===== src/hdl/pump_seq_consts.vh =====
// register map, field positions, reset values and timing figures for pump sequencing
`ifndef PUMP_SEQ_CONSTS_VH
`define PUMP_SEQ_CONSTS_VH

`define CLOCK_HZ            125000000
`define TENTHS_PER_SECOND   10
`define SECONDS_PER_HOUR    3600

`define OFS_CTRL            8'h00
`define OFS_STATUS          8'h04
`define OFS_RUN_ON_INTERVAL 8'h08
`define OFS_RUN_ON_DURATION 8'h0C
`define OFS_START_SPACING   8'h10
`define OFS_RESUME_DELAY    8'h14
`define OFS_JITTER_RANGE0   8'h18
`define OFS_JITTER_RANGE1   8'h1C
`define OFS_JITTER_RANGE2   8'h20
`define OFS_FLUSH_WATCHED   8'h24
`define OFS_FLUSH_CYCLES    8'h28
`define OFS_FLUSH_INTERVAL  8'h2C
`define OFS_FLUSH_ON_TIME   8'h30
`define OFS_RELAY_CFG0      8'h40

`define CTRL_SIM_BIT        0
`define CTRL_RATE_BIT       1
`define CTRL_OP_LSB         4
`define OP_DUAL_A           3'h4
`define OP_DUAL_B           3'h5

`define CFG_GROUP_BIT       8
`define CFG_WATCH_LSB       12

`define FUNC_PUMP_FIRST     7'h32
`define FUNC_PUMP_LAST      7'h38
`define FUNC_ALT_ASSIST     7'h34
`define FUNC_ALT_BACKUP     7'h35
`define FUNC_FLUSH_VALVE    7'h40

`define RST_SPACING         14'h000A
`define RST_RESUME_DELAY    14'h000A
`define MAX_INTERVAL_HOURS  10'h3E8
`define MAX_SETTING         14'h270F
`define MAX_WATCHED         3'h5

`define RESP_OKAY           2'h0
`define RESP_SLVERR         2'h2

`endif


===== src/hdl/pump_seq.v =====
// pump start spacing, run-on, power resume hold, setpoint jitter and flush valve control
//
// The implementer's own choices: the register addresses and the AXI4-Lite register port.
`timescale 1ns/10ps
`default_nettype none
`include "pump_seq_consts.vh"

// What this block does
// - modifiers touch only pump-function relays
// - run-on interval in hours, 0..1000, default 0
// - run-on extends only the last running pump
// - run-on duration in seconds, 0..9999
// - minimum spacing between pump starts, default 10 s
// - simulation mode uses one tenth spacing
// - power resume holds first start, default 10 s
// - after resume hold, normal start spacing applies
// - setpoints jittered randomly within range, per transducer
// - pumps in group 1 or 2, group flagged per relay on pump_group
// - grouping only for alternate duty functions
// - flush inactive when any flush setting zero
// - single point: one watched relay drives flush
// - dual point: per-relay setting names watched pump
// - dual point: separate flush valve per input
// - watched pump number 0..5, default 0
// - count cycles, new flush period per interval
// - flush the configured number of cycles per period
// - flush valve held for configured duration
// - pump-by-rate starts spaced by start spacing
module pump_seq #(
  parameter RELAYS   = 6,
  parameter INPUTS   = 3,
  parameter CLOCK_HZ = `CLOCK_HZ
) (
  input  wire                 clock,
  input  wire                 rst_n,
  input  wire [RELAYS-1:0]    relay_demand,
  input  wire                 power_restored,
  output reg  [RELAYS-1:0]    relay_out,
  output reg  [RELAYS-1:0]    pump_group,
  output reg  [14*INPUTS-1:0] jitter_on_offset,
  output reg  [14*INPUTS-1:0] jitter_off_offset,
  input  wire [7:0]           s_axi_awaddr,
  input  wire                 s_axi_awvalid,
  output wire                 s_axi_awready,
  input  wire [31:0]          s_axi_wdata,
  input  wire [3:0]           s_axi_wstrb,
  input  wire                 s_axi_wvalid,
  output wire                 s_axi_wready,
  output reg  [1:0]           s_axi_bresp,
  output reg                  s_axi_bvalid,
  input  wire                 s_axi_bready,
  input  wire [7:0]           s_axi_araddr,
  input  wire                 s_axi_arvalid,
  output wire                 s_axi_arready,
  output reg  [31:0]          s_axi_rdata,
  output reg  [1:0]           s_axi_rresp,
  output reg                  s_axi_rvalid,
  input  wire                 s_axi_rready
);

  localparam TENTH_CYCLES = CLOCK_HZ / `TENTHS_PER_SECOND;

  // settings
  reg        sim_mode_r;
  reg        pump_by_rate_enable_r;
  reg [2:0]  operation_select_r;
  reg [9:0]  run_on_interval_r;
  reg [13:0] run_on_duration_r;
  reg [13:0] pump_start_spacing_r;
  reg [13:0] power_resume_delay_r;
  reg [14*INPUTS-1:0] setpoint_jitter_range_r;
  reg [2:0]  flush_watched_pump_r;
  reg [13:0] flush_cycle_count_r;
  reg [13:0] flush_interval_count_r;
  reg [13:0] flush_on_time_r;
  reg [6:0]  relay_function_select_r [0:RELAYS-1];
  reg        pump_group_select_r [0:RELAYS-1];
  reg [2:0]  relay_watch_r [0:RELAYS-1];

  function is_pump;
    input [6:0] f;
    begin
      is_pump = (f >= `FUNC_PUMP_FIRST) && (f <= `FUNC_PUMP_LAST);
    end
  endfunction

  function [13:0] clamp14;
    input [31:0] v;
    begin
      clamp14 = (v[31:14] != 18'h0 || v[13:0] > `MAX_SETTING) ? `MAX_SETTING : v[13:0];
    end
  endfunction

  wire dual_point = (operation_select_r == `OP_DUAL_A) || (operation_select_r == `OP_DUAL_B);

  // time base: tenth-second divider, then seconds and hours
  reg [26:0] div_r;
  reg [3:0]  tenth_cnt_r;
  reg [11:0] sec_cnt_r;
  reg        tenth_tick;
  reg        sec_tick;
  reg        hour_tick;
  always @(posedge clock) begin
    tenth_tick <= 1'b0;
    sec_tick   <= 1'b0;
    hour_tick  <= 1'b0;
    if (!rst_n) begin
      div_r       <= 27'h0;
      tenth_cnt_r <= 4'h0;
      sec_cnt_r   <= 12'h0;
    end else if (div_r == TENTH_CYCLES[26:0] - 27'h1) begin
      div_r      <= 27'h0;
      tenth_tick <= 1'b1;
      if (tenth_cnt_r == 4'h9) begin
        tenth_cnt_r <= 4'h0;
        sec_tick    <= 1'b1;
        if (sec_cnt_r == `SECONDS_PER_HOUR - 1) begin
          sec_cnt_r <= 12'h0;
          hour_tick <= 1'b1;
        end else begin
          sec_cnt_r <= sec_cnt_r + 12'h1;
        end
      end else begin
        tenth_cnt_r <= tenth_cnt_r + 4'h1;
      end
    end else begin
      div_r <= div_r + 27'h1;
    end
  end

  // power restore pin synchroniser and edge
  reg pwr_meta_r;
  reg pwr_sync_r;
  reg pwr_prev_r;
  always @(posedge clock) begin
    if (!rst_n) begin
      pwr_meta_r <= 1'b0;
      pwr_sync_r <= 1'b0;
      pwr_prev_r <= 1'b0;
    end else begin
      pwr_meta_r <= power_restored;
      pwr_sync_r <= pwr_meta_r;
      pwr_prev_r <= pwr_sync_r;
    end
  end
  wire pwr_edge = pwr_sync_r & ~pwr_prev_r;

  // pump sequencing
  reg [RELAYS-1:0] pump_on_r;
  reg [RELAYS-1:0] run_on_sel_r;
  reg [13:0]       run_on_cnt_r;
  reg [9:0]        hours_r;
  reg              run_on_due_r;
  reg [13:0]       spacing_cnt_r;
  reg [13:0]       resume_cnt_r;
  reg              resume_load_r;

  wire [RELAYS-1:0] pump_mask;
  wire [RELAYS-1:0] flush_mask;
  wire [RELAYS-1:0] flush_valve;
  genvar g;
  generate
    for (g = 0; g < RELAYS; g = g + 1) begin : fmask
      assign pump_mask[g]  = is_pump(relay_function_select_r[g]);
      assign flush_mask[g] = (relay_function_select_r[g] == `FUNC_FLUSH_VALVE);
    end
  endgenerate

  wire              resume_hold = (resume_cnt_r != 14'h0) | resume_load_r;
  wire              start_ok    = ~resume_hold & (spacing_cnt_r == 14'h0);
  wire [RELAYS-1:0] start_cand  = pump_mask & relay_demand & ~pump_on_r;
  wire [RELAYS-1:0] start_sel   = start_ok ? (start_cand & ~(start_cand - 1'b1)) : {RELAYS{1'b0}};
  wire [RELAYS-1:0] stop_cand   = pump_mask & pump_on_r & ~relay_demand & ~run_on_sel_r;
  wire              last_pump   = (stop_cand == pump_on_r) && ((stop_cand & (stop_cand - 1'b1)) == 0);
  wire              begin_runon = run_on_due_r && (run_on_sel_r == 0) && last_pump
                                  && (stop_cand != 0) && (run_on_duration_r != 14'h0);
  wire              spacing_tick = sim_mode_r ? tenth_tick : sec_tick;

  always @(posedge clock) begin
    if (!rst_n) begin
      pump_on_r     <= {RELAYS{1'b0}};
      run_on_sel_r  <= {RELAYS{1'b0}};
      run_on_cnt_r  <= 14'h0;
      hours_r       <= 10'h0;
      run_on_due_r  <= 1'b0;
      spacing_cnt_r <= 14'h0;
      resume_cnt_r  <= 14'h0;
      resume_load_r <= 1'b1;
    end else begin
      // delay reloads at reset release and on each power return
      if (resume_load_r || pwr_edge) begin
        resume_cnt_r  <= power_resume_delay_r;
        resume_load_r <= 1'b0;
      end else if (sec_tick && resume_cnt_r != 14'h0) begin
        resume_cnt_r <= resume_cnt_r - 14'h1;
      end
      // spacing also covers rate mode; the rate logic only raises demand
      if (start_sel != 0) begin
        spacing_cnt_r <= pump_start_spacing_r;
      end else if (spacing_tick && spacing_cnt_r != 14'h0) begin
        spacing_cnt_r <= spacing_cnt_r - 14'h1;
      end
      if (run_on_interval_r == 10'h0) begin
        hours_r <= 10'h0;
      end else if (hour_tick) begin
        if (hours_r + 10'h1 >= run_on_interval_r) begin
          hours_r <= 10'h0;
        end else begin
          hours_r <= hours_r + 10'h1;
        end
      end
      // a new due event wins over the clear by a starting run-on
      if (hour_tick && run_on_interval_r != 10'h0 && hours_r + 10'h1 >= run_on_interval_r) begin
        run_on_due_r <= 1'b1;
      end else if (begin_runon || run_on_interval_r == 10'h0) begin
        run_on_due_r <= 1'b0;
      end
      if (begin_runon) begin
        run_on_sel_r <= stop_cand;
        run_on_cnt_r <= run_on_duration_r;
      end else if (run_on_sel_r != 0) begin
        if ((run_on_sel_r & relay_demand) != 0 || run_on_cnt_r == 14'h0) begin
          run_on_sel_r <= {RELAYS{1'b0}};
        end else if (sec_tick) begin
          run_on_cnt_r <= run_on_cnt_r - 14'h1;
        end
      end
      pump_on_r <= ((pump_on_r & ~stop_cand) | start_sel | (stop_cand & {RELAYS{begin_runon}}))
                   & pump_mask & (relay_demand | run_on_sel_r | start_sel
                   | (stop_cand & {RELAYS{begin_runon}}))
                   & ~(run_on_sel_r & ~relay_demand & {RELAYS{run_on_sel_r != 0
                   && run_on_cnt_r == 14'h0 && !begin_runon}});
    end
  end

  // flush engines, one per relay index
  wire flush_cfg_ok = (flush_cycle_count_r != 14'h0) && (flush_interval_count_r != 14'h0)
                      && (flush_on_time_r != 14'h0);
  generate
    for (g = 0; g < RELAYS; g = g + 1) begin : flush
      reg [13:0] cycles_r;
      reg [13:0] left_r;
      reg [13:0] timer_r;
      reg        watched_prev_r;
      // relay numbers count from 1; zero means no watched pump
      wire [2:0] watch_num = dual_point ? relay_watch_r[g] : flush_watched_pump_r;
      wire       watch_ok  = (watch_num != 3'h0) && (watch_num <= `MAX_WATCHED);
      wire       watched   = watch_ok ? pump_on_r[watch_num - 3'h1] : 1'b0;
      wire       cycle_evt = watched & ~watched_prev_r;
      wire       enabled   = flush_cfg_ok & watch_ok & flush_mask[g];
      assign flush_valve[g] = enabled & (timer_r != 14'h0);
      always @(posedge clock) begin
        if (!rst_n || !enabled) begin
          cycles_r       <= 14'h0;
          left_r         <= 14'h0;
          timer_r        <= 14'h0;
          watched_prev_r <= watched;
        end else begin
          watched_prev_r <= watched;
          if (cycle_evt && left_r != 14'h0) begin
            timer_r <= flush_on_time_r + 14'h1;
          end else if (sec_tick && timer_r != 14'h0) begin
            timer_r <= timer_r - 14'h1;
          end
          if (cycle_evt) begin
            if (cycles_r + 14'h1 >= flush_interval_count_r) begin
              cycles_r <= 14'h0;
              left_r   <= flush_cycle_count_r;
            end else begin
              cycles_r <= cycles_r + 14'h1;
              if (left_r != 14'h0) begin
                left_r <= left_r - 14'h1;
              end
            end
          end
        end
      end
    end
  endgenerate

  // relay drive and grouping
  integer k;
  integer n;
  always @(posedge clock) begin
    if (!rst_n) begin
      relay_out  <= {RELAYS{1'b0}};
      pump_group <= {RELAYS{1'b0}};
    end else begin
      relay_out <= (pump_on_r & pump_mask) | (flush_valve & flush_mask)
                   | (relay_demand & ~pump_mask & ~flush_mask);
      for (k = 0; k < RELAYS; k = k + 1) begin
        pump_group[k] <= pump_group_select_r[k]
                         && (relay_function_select_r[k] == `FUNC_ALT_ASSIST
                         || relay_function_select_r[k] == `FUNC_ALT_BACKUP);
      end
    end
  end

  // setpoint jitter: new offsets drawn at each pump start
  reg [15:0] lfsr_r;
  always @(posedge clock) begin
    if (!rst_n) begin
      lfsr_r <= 16'hACE1;
    end else begin
      lfsr_r <= {lfsr_r[14:0], lfsr_r[15] ^ lfsr_r[13] ^ lfsr_r[12] ^ lfsr_r[10]};
    end
  end
  generate
    for (g = 0; g < INPUTS; g = g + 1) begin : jit
      wire [13:0] range  = dual_point ? setpoint_jitter_range_r[14*g +: 14]
                                      : setpoint_jitter_range_r[13:0];
      wire [15:0] rnd_a  = lfsr_r ^ (16'h3C5A << g);
      wire [15:0] rnd_b  = {lfsr_r[7:0], lfsr_r[15:8]} ^ (16'h5A3C << g);
      wire [29:0] prod_a = rnd_a * range;
      wire [29:0] prod_b = rnd_b * range;
      always @(posedge clock) begin
        if (!rst_n) begin
          jitter_on_offset[14*g +: 14]  <= 14'h0;
          jitter_off_offset[14*g +: 14] <= 14'h0;
        end else if (start_sel != 0 || range == 14'h0) begin
          jitter_on_offset[14*g +: 14]  <= prod_a[29:16];
          jitter_off_offset[14*g +: 14] <= prod_b[29:16];
        end
      end
    end
  endgenerate

  // AXI4-Lite slave
  reg        aw_full_r;
  reg        w_full_r;
  reg [7:0]  aw_addr_r;
  reg [31:0] w_data_r;
  reg [3:0]  w_strb_r;
  assign s_axi_awready = ~aw_full_r & ~s_axi_bvalid;
  assign s_axi_wready  = ~w_full_r & ~s_axi_bvalid;
  assign s_axi_arready = ~s_axi_rvalid;

  wire [31:0] wmerged = w_data_r;
  wire        do_write = aw_full_r & w_full_r & ~s_axi_bvalid;
  wire        wr_cfg   = (aw_addr_r >= `OFS_RELAY_CFG0)
                         && (aw_addr_r < `OFS_RELAY_CFG0 + 4 * RELAYS) && (aw_addr_r[1:0] == 2'h0);
  wire [2:0]  wr_idx   = aw_addr_r[4:2];

  function wr_ok;
    input [7:0] a;
    begin
      wr_ok = (a[1:0] == 2'h0) && ((a <= `OFS_FLUSH_ON_TIME && a != `OFS_STATUS)
              || (a >= `OFS_RELAY_CFG0 && a < `OFS_RELAY_CFG0 + 4 * RELAYS));
    end
  endfunction

  always @(posedge clock) begin
    if (!rst_n) begin
      aw_full_r    <= 1'b0;
      w_full_r     <= 1'b0;
      aw_addr_r    <= 8'h0;
      w_data_r     <= 32'h0;
      w_strb_r     <= 4'h0;
      s_axi_bvalid <= 1'b0;
      s_axi_bresp  <= `RESP_OKAY;
      sim_mode_r             <= 1'b0;
      pump_by_rate_enable_r  <= 1'b0;
      operation_select_r     <= 3'h0;
      run_on_interval_r      <= 10'h0;
      run_on_duration_r      <= 14'h0;
      pump_start_spacing_r   <= `RST_SPACING;
      power_resume_delay_r   <= `RST_RESUME_DELAY;
      setpoint_jitter_range_r <= {14*INPUTS{1'b0}};
      flush_watched_pump_r   <= 3'h0;
      flush_cycle_count_r    <= 14'h0;
      flush_interval_count_r <= 14'h0;
      flush_on_time_r        <= 14'h0;
      for (n = 0; n < RELAYS; n = n + 1) begin
        relay_function_select_r[n] <= 7'h0;
        pump_group_select_r[n]     <= 1'b0;
        relay_watch_r[n]           <= 3'h0;
      end
    end else begin
      if (s_axi_awvalid && s_axi_awready) begin
        aw_full_r <= 1'b1;
        aw_addr_r <= s_axi_awaddr;
      end
      if (s_axi_wvalid && s_axi_wready) begin
        w_full_r <= 1'b1;
        w_data_r <= s_axi_wdata;
        w_strb_r <= s_axi_wstrb;
      end
      if (s_axi_bvalid && s_axi_bready) begin
        s_axi_bvalid <= 1'b0;
      end
      if (do_write) begin
        aw_full_r    <= 1'b0;
        w_full_r     <= 1'b0;
        s_axi_bvalid <= 1'b1;
        s_axi_bresp  <= wr_ok(aw_addr_r) ? `RESP_OKAY : `RESP_SLVERR;
        // settings are narrow; full-word writes expected, partial strobes ignored
        if (w_strb_r == 4'hF) begin
          case (aw_addr_r)
            `OFS_CTRL: begin
              sim_mode_r            <= wmerged[`CTRL_SIM_BIT];
              pump_by_rate_enable_r <= wmerged[`CTRL_RATE_BIT];
              operation_select_r    <= wmerged[`CTRL_OP_LSB +: 3];
            end
            `OFS_RUN_ON_INTERVAL: run_on_interval_r <= (wmerged > {22'h0, `MAX_INTERVAL_HOURS})
                                  ? `MAX_INTERVAL_HOURS : wmerged[9:0];
            `OFS_RUN_ON_DURATION: run_on_duration_r      <= clamp14(wmerged);
            `OFS_START_SPACING:   pump_start_spacing_r   <= clamp14(wmerged);
            `OFS_RESUME_DELAY:    power_resume_delay_r   <= clamp14(wmerged);
            `OFS_JITTER_RANGE0:   setpoint_jitter_range_r[13:0] <= clamp14(wmerged);
            `OFS_JITTER_RANGE1:   setpoint_jitter_range_r[27:14] <= clamp14(wmerged);
            `OFS_JITTER_RANGE2:   setpoint_jitter_range_r[41:28] <= clamp14(wmerged);
            `OFS_FLUSH_WATCHED:   flush_watched_pump_r   <= (wmerged > {29'h0, `MAX_WATCHED})
                                  ? `MAX_WATCHED : wmerged[2:0];
            `OFS_FLUSH_CYCLES:    flush_cycle_count_r    <= clamp14(wmerged);
            `OFS_FLUSH_INTERVAL:  flush_interval_count_r <= clamp14(wmerged);
            `OFS_FLUSH_ON_TIME:   flush_on_time_r        <= clamp14(wmerged);
            default: begin
              if (wr_cfg) begin
                relay_function_select_r[wr_idx] <= wmerged[6:0];
                pump_group_select_r[wr_idx]     <= wmerged[`CFG_GROUP_BIT];
                relay_watch_r[wr_idx]           <= wmerged[`CFG_WATCH_LSB +: 3];
              end
            end
          endcase
        end
      end
    end
  end

  reg [31:0] rd_val;
  reg        rd_ok;
  always @* begin
    rd_val = 32'h0;
    rd_ok  = 1'b1;
    case (s_axi_araddr)
      `OFS_CTRL:            rd_val = {25'h0, operation_select_r, 2'h0,
                                      pump_by_rate_enable_r, sim_mode_r};
      `OFS_STATUS:          rd_val = {16'h0, flush_valve[5:0], resume_hold,
                                      spacing_cnt_r != 14'h0, run_on_sel_r != 0,
                                      run_on_due_r, relay_out[5:0]};
      `OFS_RUN_ON_INTERVAL: rd_val = {22'h0, run_on_interval_r};
      `OFS_RUN_ON_DURATION: rd_val = {18'h0, run_on_duration_r};
      `OFS_START_SPACING:   rd_val = {18'h0, pump_start_spacing_r};
      `OFS_RESUME_DELAY:    rd_val = {18'h0, power_resume_delay_r};
      `OFS_JITTER_RANGE0:   rd_val = {18'h0, setpoint_jitter_range_r[13:0]};
      `OFS_JITTER_RANGE1:   rd_val = {18'h0, setpoint_jitter_range_r[27:14]};
      `OFS_JITTER_RANGE2:   rd_val = {18'h0, setpoint_jitter_range_r[41:28]};
      `OFS_FLUSH_WATCHED:   rd_val = {29'h0, flush_watched_pump_r};
      `OFS_FLUSH_CYCLES:    rd_val = {18'h0, flush_cycle_count_r};
      `OFS_FLUSH_INTERVAL:  rd_val = {18'h0, flush_interval_count_r};
      `OFS_FLUSH_ON_TIME:   rd_val = {18'h0, flush_on_time_r};
      default: begin
        if (s_axi_araddr >= `OFS_RELAY_CFG0 && s_axi_araddr < `OFS_RELAY_CFG0 + 4 * RELAYS
            && s_axi_araddr[1:0] == 2'h0) begin
          rd_val = {17'h0, relay_watch_r[s_axi_araddr[4:2]], 3'h0,
                    pump_group_select_r[s_axi_araddr[4:2]], 1'b0,
                    relay_function_select_r[s_axi_araddr[4:2]]};
        end else begin
          rd_ok = 1'b0;
        end
      end
    endcase
  end

  always @(posedge clock) begin
    if (!rst_n) begin
      s_axi_rvalid <= 1'b0;
      s_axi_rdata  <= 32'h0;
      s_axi_rresp  <= `RESP_OKAY;
    end else if (s_axi_arvalid && s_axi_arready) begin
      s_axi_rvalid <= 1'b1;
      s_axi_rdata  <= rd_val;
      s_axi_rresp  <= rd_ok ? `RESP_OKAY : `RESP_SLVERR;
    end else if (s_axi_rvalid && s_axi_rready) begin
      s_axi_rvalid <= 1'b0;
    end
  end

endmodule
`default_nettype wire


===== config.mk =====
export PLATFORM = sky130hd
export DESIGN_NAME = pump_seq
export DESIGN_NICKNAME = d
export VERILOG_FILES = /design/src/hdl/pump_seq.v
export VERILOG_INCLUDE_DIRS = /design/src /design/src/hdl
export SDC_FILE = /design/constraint.sdc
export NUM_CORES = 2
export LEC_CHECK = 0
export ABC_AREA = 0
export BUFFER_PORTS_ARGS = -buffer_cell sky130_fd_sc_hd__buf_2
export CORE_MARGIN = 2
export CORE_UTILIZATION = 60
export CTS_CLUSTER_DIAMETER = 60
export DETAILED_ROUTE_END_ITERATION = 8
export PLACE_DENSITY = 0.74
export SETUP_SLACK_MARGIN = 0.3
export SLEW_MARGIN = 15
export SYNTH_ARGS = -nofsm -noshare
export SYNTH_HDL_FRONTEND = slang
export SYNTH_SLANG_ARGS = --single-unit

===== constraint.sdc =====
create_clock -name clock -period 16.3 [get_ports clock]
set_input_delay 0 -clock clock [delete_from_list [all_inputs] [get_ports clock]]
set_output_delay 0 -clock clock [all_outputs]
set_load 0.1 [all_outputs]

[Word-level counts from Yosys, hierarchy flattened]
Memory sizes are Yosys's and may differ from the RTL's.
Cells that the tools add are included.
Operators by class
  $add $sub $neg: 34
  multiply operators: 6
  $lt $le $gt $ge: 39
  equality and inequality tests: 50
  multiplexer cells: 106
  bitwise operators: 86
  reduce and logical (&&, ||, !) cells: 176
Operators by type and width (number)
  $mux 14: 41
  $reduce_bool 14->1: 18
  $sub 14x1->14 const B: 15
  $pmux 16 s13: 1
  $mul 16x14->30: 6
  $and 6x6->6: 17
  $add 14x1->14 const B: 7
  $eq 7x6->1 const B: 12
  $ge 14x14->1: 6
  $eq 8x6->1 const B: 10
  $logic_not 14->1: 5
  $eq 8x5->1 const B: 8
  $logic_and 1x1->1: 54
  $not 6->6: 8
  $eq 7x7->1 const B: 6
  $ge 7x6->1 const B: 6
  $le 7x6->1 const B: 6
  $or 6x6->6: 7
  $reduce_and 3->1: 14
  $not 8->8: 5
  $reduce_bool 2->1: 20
  $mux 1: 35
  $mux 3: 11
  $and 6x32->32: 1
  other kinds (57): 178
Word-level totals
  flip-flop bits (word level): 713
  memory bits (writable): 66
  logic and storage cells: 574
  memories: 3
Memory list
  relay_function_select_r: words 6, width 7, rd ports 7, clocked after memory_dff 0, write ports 6, RTL line pump_seq.v:76  | reg [6:0] relay_function_select_r [0:RELAYS-1];
  relay_watch_r: words 6, width 3, rd ports 7, clocked after memory_dff 0, write ports 6, RTL line pump_seq.v:78  | reg [2:0] relay_watch_r [0:RELAYS-1];
  pump_group_select_r: words 6, width 1, rd ports 7, clocked after memory_dff 0, write ports 6, RTL line pump_seq.v:77  | reg pump_group_select_r [0:RELAYS-1];

[Logic depth before layout (Yosys ltp)]
An unclocked memory read counts as a cell.
  word-level depth: 18
  gate-level depth with buffers: 33
  depth with buffers taken out: 27

[Least setup slack after synthesis]
OpenSTA, ideal clock, no wires.
  path kind: flip-flop to flip-flop
  from: register operation_select_r[2]
  to: register jitter_off_offset[27]
  library setup time: 120 ps
  data arrival time: 7660 ps
  data required time: 16180 ps
  slack: 8520 ps
  stages on the path, launching flop included: 34
  path buffers: 7
  cell sequence: dfxtp_1 > nor2b_1 > buf_2 > buf_6 > buf_6 > buf_6 > clkbuf_1 > clkbuf_1 > buf_1 > nand2_1 > nand2_1 > nand2b_1 > fa_1 > inv_1 > fa_1 > inv_1 > fa_1 > inv_1 > fa_1 > fa_1 > inv_1 > fa_1 > inv_1 > ha_1 > a21o_1 > a21oi_1 > o21ai_0 > a221oi_1 > a21oi_1 > o41ai_2 > o21ai_0 > a31oi_1 > nor3_1 > a211o_1
On the way
  longest elaborated chain between the ends: 5
Ends and longest elaborated chain
  start, declared: RTL line pump_seq.v:66  | reg [2:0] operation_select_r;
  start signal, assigned: RTL line pump_seq.v:402  | operation_select_r <= wmerged[`CTRL_OP_LSB +: 3];
  $eq 3x3->1 (no line)
  $logic_or 1x1->1 *: RTL line pump_seq.v:94  | wire dual_point = (operation_select_r == `OP_DUAL_A) || (operation_select_r == `OP_DUAL_B);
  $mux 14 *: RTL line pump_seq.v:310  | wire [13:0] range = dual_point ? setpoint_jitter_range_r[14*g +: 14]
  branches (longest 2 deep; another with $mul 16x14->30)
  end signal, assigned by index: RTL line pump_seq.v:322  | jitter_off_offset[14*g +: 14] <= prod_b[29:16];
  end, declared: RTL line pump_seq.v:41  | output reg [14*INPUTS-1:0] jitter_off_offset,
Every way passes the cells marked *.
A chain may end at the register's enable or synchronous reset.

[Final worst setup path]
  from: register operation_select_r[2]
  to: register jitter_on_offset[40]
On the way
  longest elaborated chain between the ends: 5
Ends and longest elaborated chain
  $eq 3x3->1 (no line)
  $logic_or 1x1->1 *: RTL line pump_seq.v:94
  $mux 14 *: RTL line pump_seq.v:310
  branches (longest 2 deep; another with $mul 16x14->30)
  end signal, assigned by index: RTL line pump_seq.v:321  | jitter_on_offset[14*g +: 14] <= prod_a[29:16];
  end, declared: RTL line pump_seq.v:40  | output reg [14*INPUTS-1:0] jitter_on_offset,
Marks and branches as above.

==> metrics.txt <==
status finished clean; CTS tree built; drt via density 6.00; commonest cells after routing, fill and taps aside inv_1 (1,190), nor2_1 (967), fa_1 (797); H-tree depth 3; vias in the first global route roughly 61,000; GP Congestion ~0.96; non-filler instance count after layout about 10,000; Reg-to-Reg End jitter_on_offset[40]$_SDFFE_PN0P_; total net switching power approximately 1100 uW; Initial Utilization 0.604; Power Density between 50 and 60 nW/um^2; Routed Wire Length ~230,000 um; CTS Sinks approximately 760; CTS clock-pin slew for the worst setup and hold paths approximately 0.06 ns; die area about 130,000 sq um; total CTS buffers around 90; synthesized area per cell ~8.6 sq um; worst hold path depth 4; largest net degree at the start of global routing 78; Final setup viols 0; hold path startpoint s_axi_wvalid; CTS root buffer clkbuf_16; switch share 0.258; Pins Over Slew Limit 0; clk_skew 0.0514 ns; WHS between 0.02 and 0.025 ns; Cell Area, Synth between 70,000 and 80,000 sq um; port buffer count roughly 180; Pleak roughly 0.039 uW; synth-to-layout area growth 8.42%; Detailed Place HPWL about 170,000 um; Max FO, Critical Path 47; fin crit period 8.62 ns; Worst Path Arrival 9.18 ns; GRT Overall Usage 0.363; critical path class reg -> reg; Tightest Pin Transition approximately 1.3 ns; largest family of logic cells by synthesized area adder cells; Flop pwr share 0.443; Clk Latency, worst-skew pair between 0.7 and 0.8 ns; ys async rst share 0; period utilization 0.529; sequential share of the synthesized area 0.215; initial antenna violation count 8; WL/cell between 20 and 25 um; met2 usage 0.559; die height roughly 350 um; clock buffer depth 3; hold endpoint w_data_r[13]$_SDFFE_PN0P_; Logic pwr share 0.061; GR Layer Usage met3 0.0860; via count between 60,000 and 70,000; Max-slew headroom 0.126; Routed Antenna Nets 0; DRT iter0 DRCs roughly 6,500; post_cts resized 0; Core Rows 128; Max Cap Viol 0; maximum VDD drop 0.123 mV; gr busiest metal met2; grt ovf 0; number of synthesized flops with an enable pin between 60 and 70; most frequently used flop master after synthesis dfxtp_1; most common library cell in the layout ignoring fill and taps inv_1; Hold Fails Final Rpt 0; drt first pass iters 8; Critical Path Source Type register; Die X between 300 and 400 um; post-synthesis compound-gate area fraction 0.110; # IOs about 200; Post-Synth Simple-Gate Area 0.194; flop-to-flop setup slack between 7 and 8 ns; DRC viols 0; CP endpoint kind register; first-pass GRT wire length roughly 350,000 um; Core Region around 120,000 sq um; R2R cell count 25; unrepaired setup endpoints after global routing no; synthesized netlist cell count around 8,600; Internal Power around 3300 uW; Seq cells post-synth 761; Setup WS post-layout around 7.7 ns; Adder-Cell Fraction of Synth Area 0.335; Req. time, crit path 16.87 ns; Nets 10,200; setup TNS 0 ns; Fill cells about 10,000; FMAX between 0.1 and 0.15 GHz; placed insts ~10,000; Hold Crit Class in -> reg; Global Route met1 Usage 0.498; Worst R2R Start operation_select_r[2]$_SDFFE_PN0P_; xor/xnor cell area share of the yosys netlist 0.0427; multiplexer share of the synthesized area 0.0182; share of the core filled with cells 0.655; pre-CTS WS between 7 and 8 ns; clock power share 0.496; share of cells above drive strength 1 0.0629; Yosys Warn Count 0; number of library cell types mapped by synthesis 99
[power groups by stage]
stage,Sequential [uW],Combinational (uW),Clock (uW)
after global placement,1990,239,0
final,1950,267,2180
after detailed placement,1990,241,0
after floorplan,1980,146,0
after global routing,1950,276,2280
after CTS,1950,257,2200
[stage by stage]
stage | area, sq um | total power (uW)
4_1_cts | 79800 | 4400
5_1_grt | 79900 | 4500
6_report | 79900 | 4400
3_5_place_dp | 75800 | 2230
3_3_place_gp | 75800 | 2230
2_1_floorplan | 73700 | 2130
[worst max-delay path: stages, from the launching register on]
cell	delay, ns
dfxtp_1	0.38
nor2b_4	0.59
buf_4	0.55
nand2_1	0.14
nand2_1	0.62
nand2b_1	0.19
fa_1	0.57
fa_1	0.52
inv_1	0.04
ha_1	0.28
fa_1	0.48
fa_1	0.49
inv_1	0.05
fa_1	0.47
inv_1	0.05
ha_1	0.29
nand3_1	0.15
o221ai_1	0.16
a21oi_1	0.17
o31ai_1	0.11
a21o_1	0.28
a221oi_2	0.64
o21ai_0	0.30
o41ai_2	0.59
xor2_1	0.18
o21ai_0	0.09
[synthesized netlist by cell type (21+ instances only)]
master	instances	area [sq um]
inv_1	1190	4470
nor2_1	970	3640
fa_1	797	16000
dfxtp_1	700	14000
ha_1	698	8730
nand2_1	685	2570
a21oi_1	534	2670
clkbuf_1	352	1320
nand2b_1	254	1590
o21ai_0	203	1020
xnor2_1	198	1730
and2_1	193	1210
xor2_1	161	1410
nand3_1	150	751
nor3_1	143	716
a211oi_1	141	1060
nor2b_1	121	757
and3_1	83	519
nor4_1	80	500
mux2i_1	78	781
a21o_1	71	533
nand4_1	70	438
edfxtp_1	61	1830
a22oi_1	54	405
or3_1	39	244
a31oi_1	38	238
nand3b_1	35	263
or2_2	27	169
or4_1	26	195
buf_2	22	110
o31ai_1	22	165
buf_4	21	158
o211ai_1	21	158
[flip-flops by register name, indices dropped and copies added (netlist names), 16 cells and up]
signal and flops:
flush.timer_r 84, jitter_off_offset 42, jitter_on_offset 42, div_r 27, s_axi_rdata 16, flush.left_r 84, flush.cycles_r 84, relay_function_select_r 42
w_data_r 32, lfsr_r 16, setpoint_jitter_range_r 42, relay_watch_r 18
[area by class of cell]
type,instances,area (sq um),area share
Antenna cell,1,2.50,0.0000313
Multi-Input combinational cell,6255,51800,0.648
Inverter,1192,4480,0.0561
Clock inverter,36,572,0.00716
Tap cell,1625,2030,0.0255
Clock buffer,134,2640,0.0330
Timing Repair Buffer,366,2500,0.0313
Sequential cell,761,15900,0.199
[kinds of logic (layout without fill, tap and decap cells)]
kind of cell	after synthesis	count (layout)
AND/OR/NAND/NOR	2965	2965
buffers and inverters	1611	1728
flip-flops	761	761
other	1	19
XOR/XNOR	359	359
multiplexers	109	109
AO/OA/AOI/OAI	1308	1308
adder cells (fa/ha/maj)	1496	1496
[layer usage]
metal,vias up,wire (um)
li1,28300,-
met1,30200,93200
met2,3181,99500
met3,575,25900
met4,6,9580
met5,-,36
[how the worst max path moves through the flow]
| stage | from | end | slack, ns | cells past startpoint |
|---|---|---|---|---|
| after global placement | operation_select_r[2]$_SDFFE_PN0P_ | jitter_on_offset[40]$_SDFFE_PN0P_ | 7.96 | 25 |
| after CTS | operation_select_r[2]$_SDFFE_PN0P_ | jitter_on_offset[40]$_SDFFE_PN0P_ | 7.76 | 25 |
| after floorplan | operation_select_r[2]$_SDFFE_PN0P_ | jitter_off_offset[27]$_SDFFE_PN0P_ | 8.52 | 33 |
| final | operation_select_r[2]$_SDFFE_PN0P_ | jitter_on_offset[40]$_SDFFE_PN0P_ | 7.68 | 25 |
| after global routing | operation_select_r[2]$_SDFFE_PN0P_ | jitter_off_offset[27]$_SDFFE_PN0P_ | 7.20 | 27 |
| after detailed placement | operation_select_r[2]$_SDFFE_PN0P_ | jitter_on_offset[40]$_SDFFE_PN0P_ | 7.80 | 25 |
[timing repair]
item / CTS / global route
hold buffers: 84 / 0
buffers inserted: 0 / 0
hold endpoints to repair: 94 / 0
No activity file was read; power rests on OpenSTA's default activity.
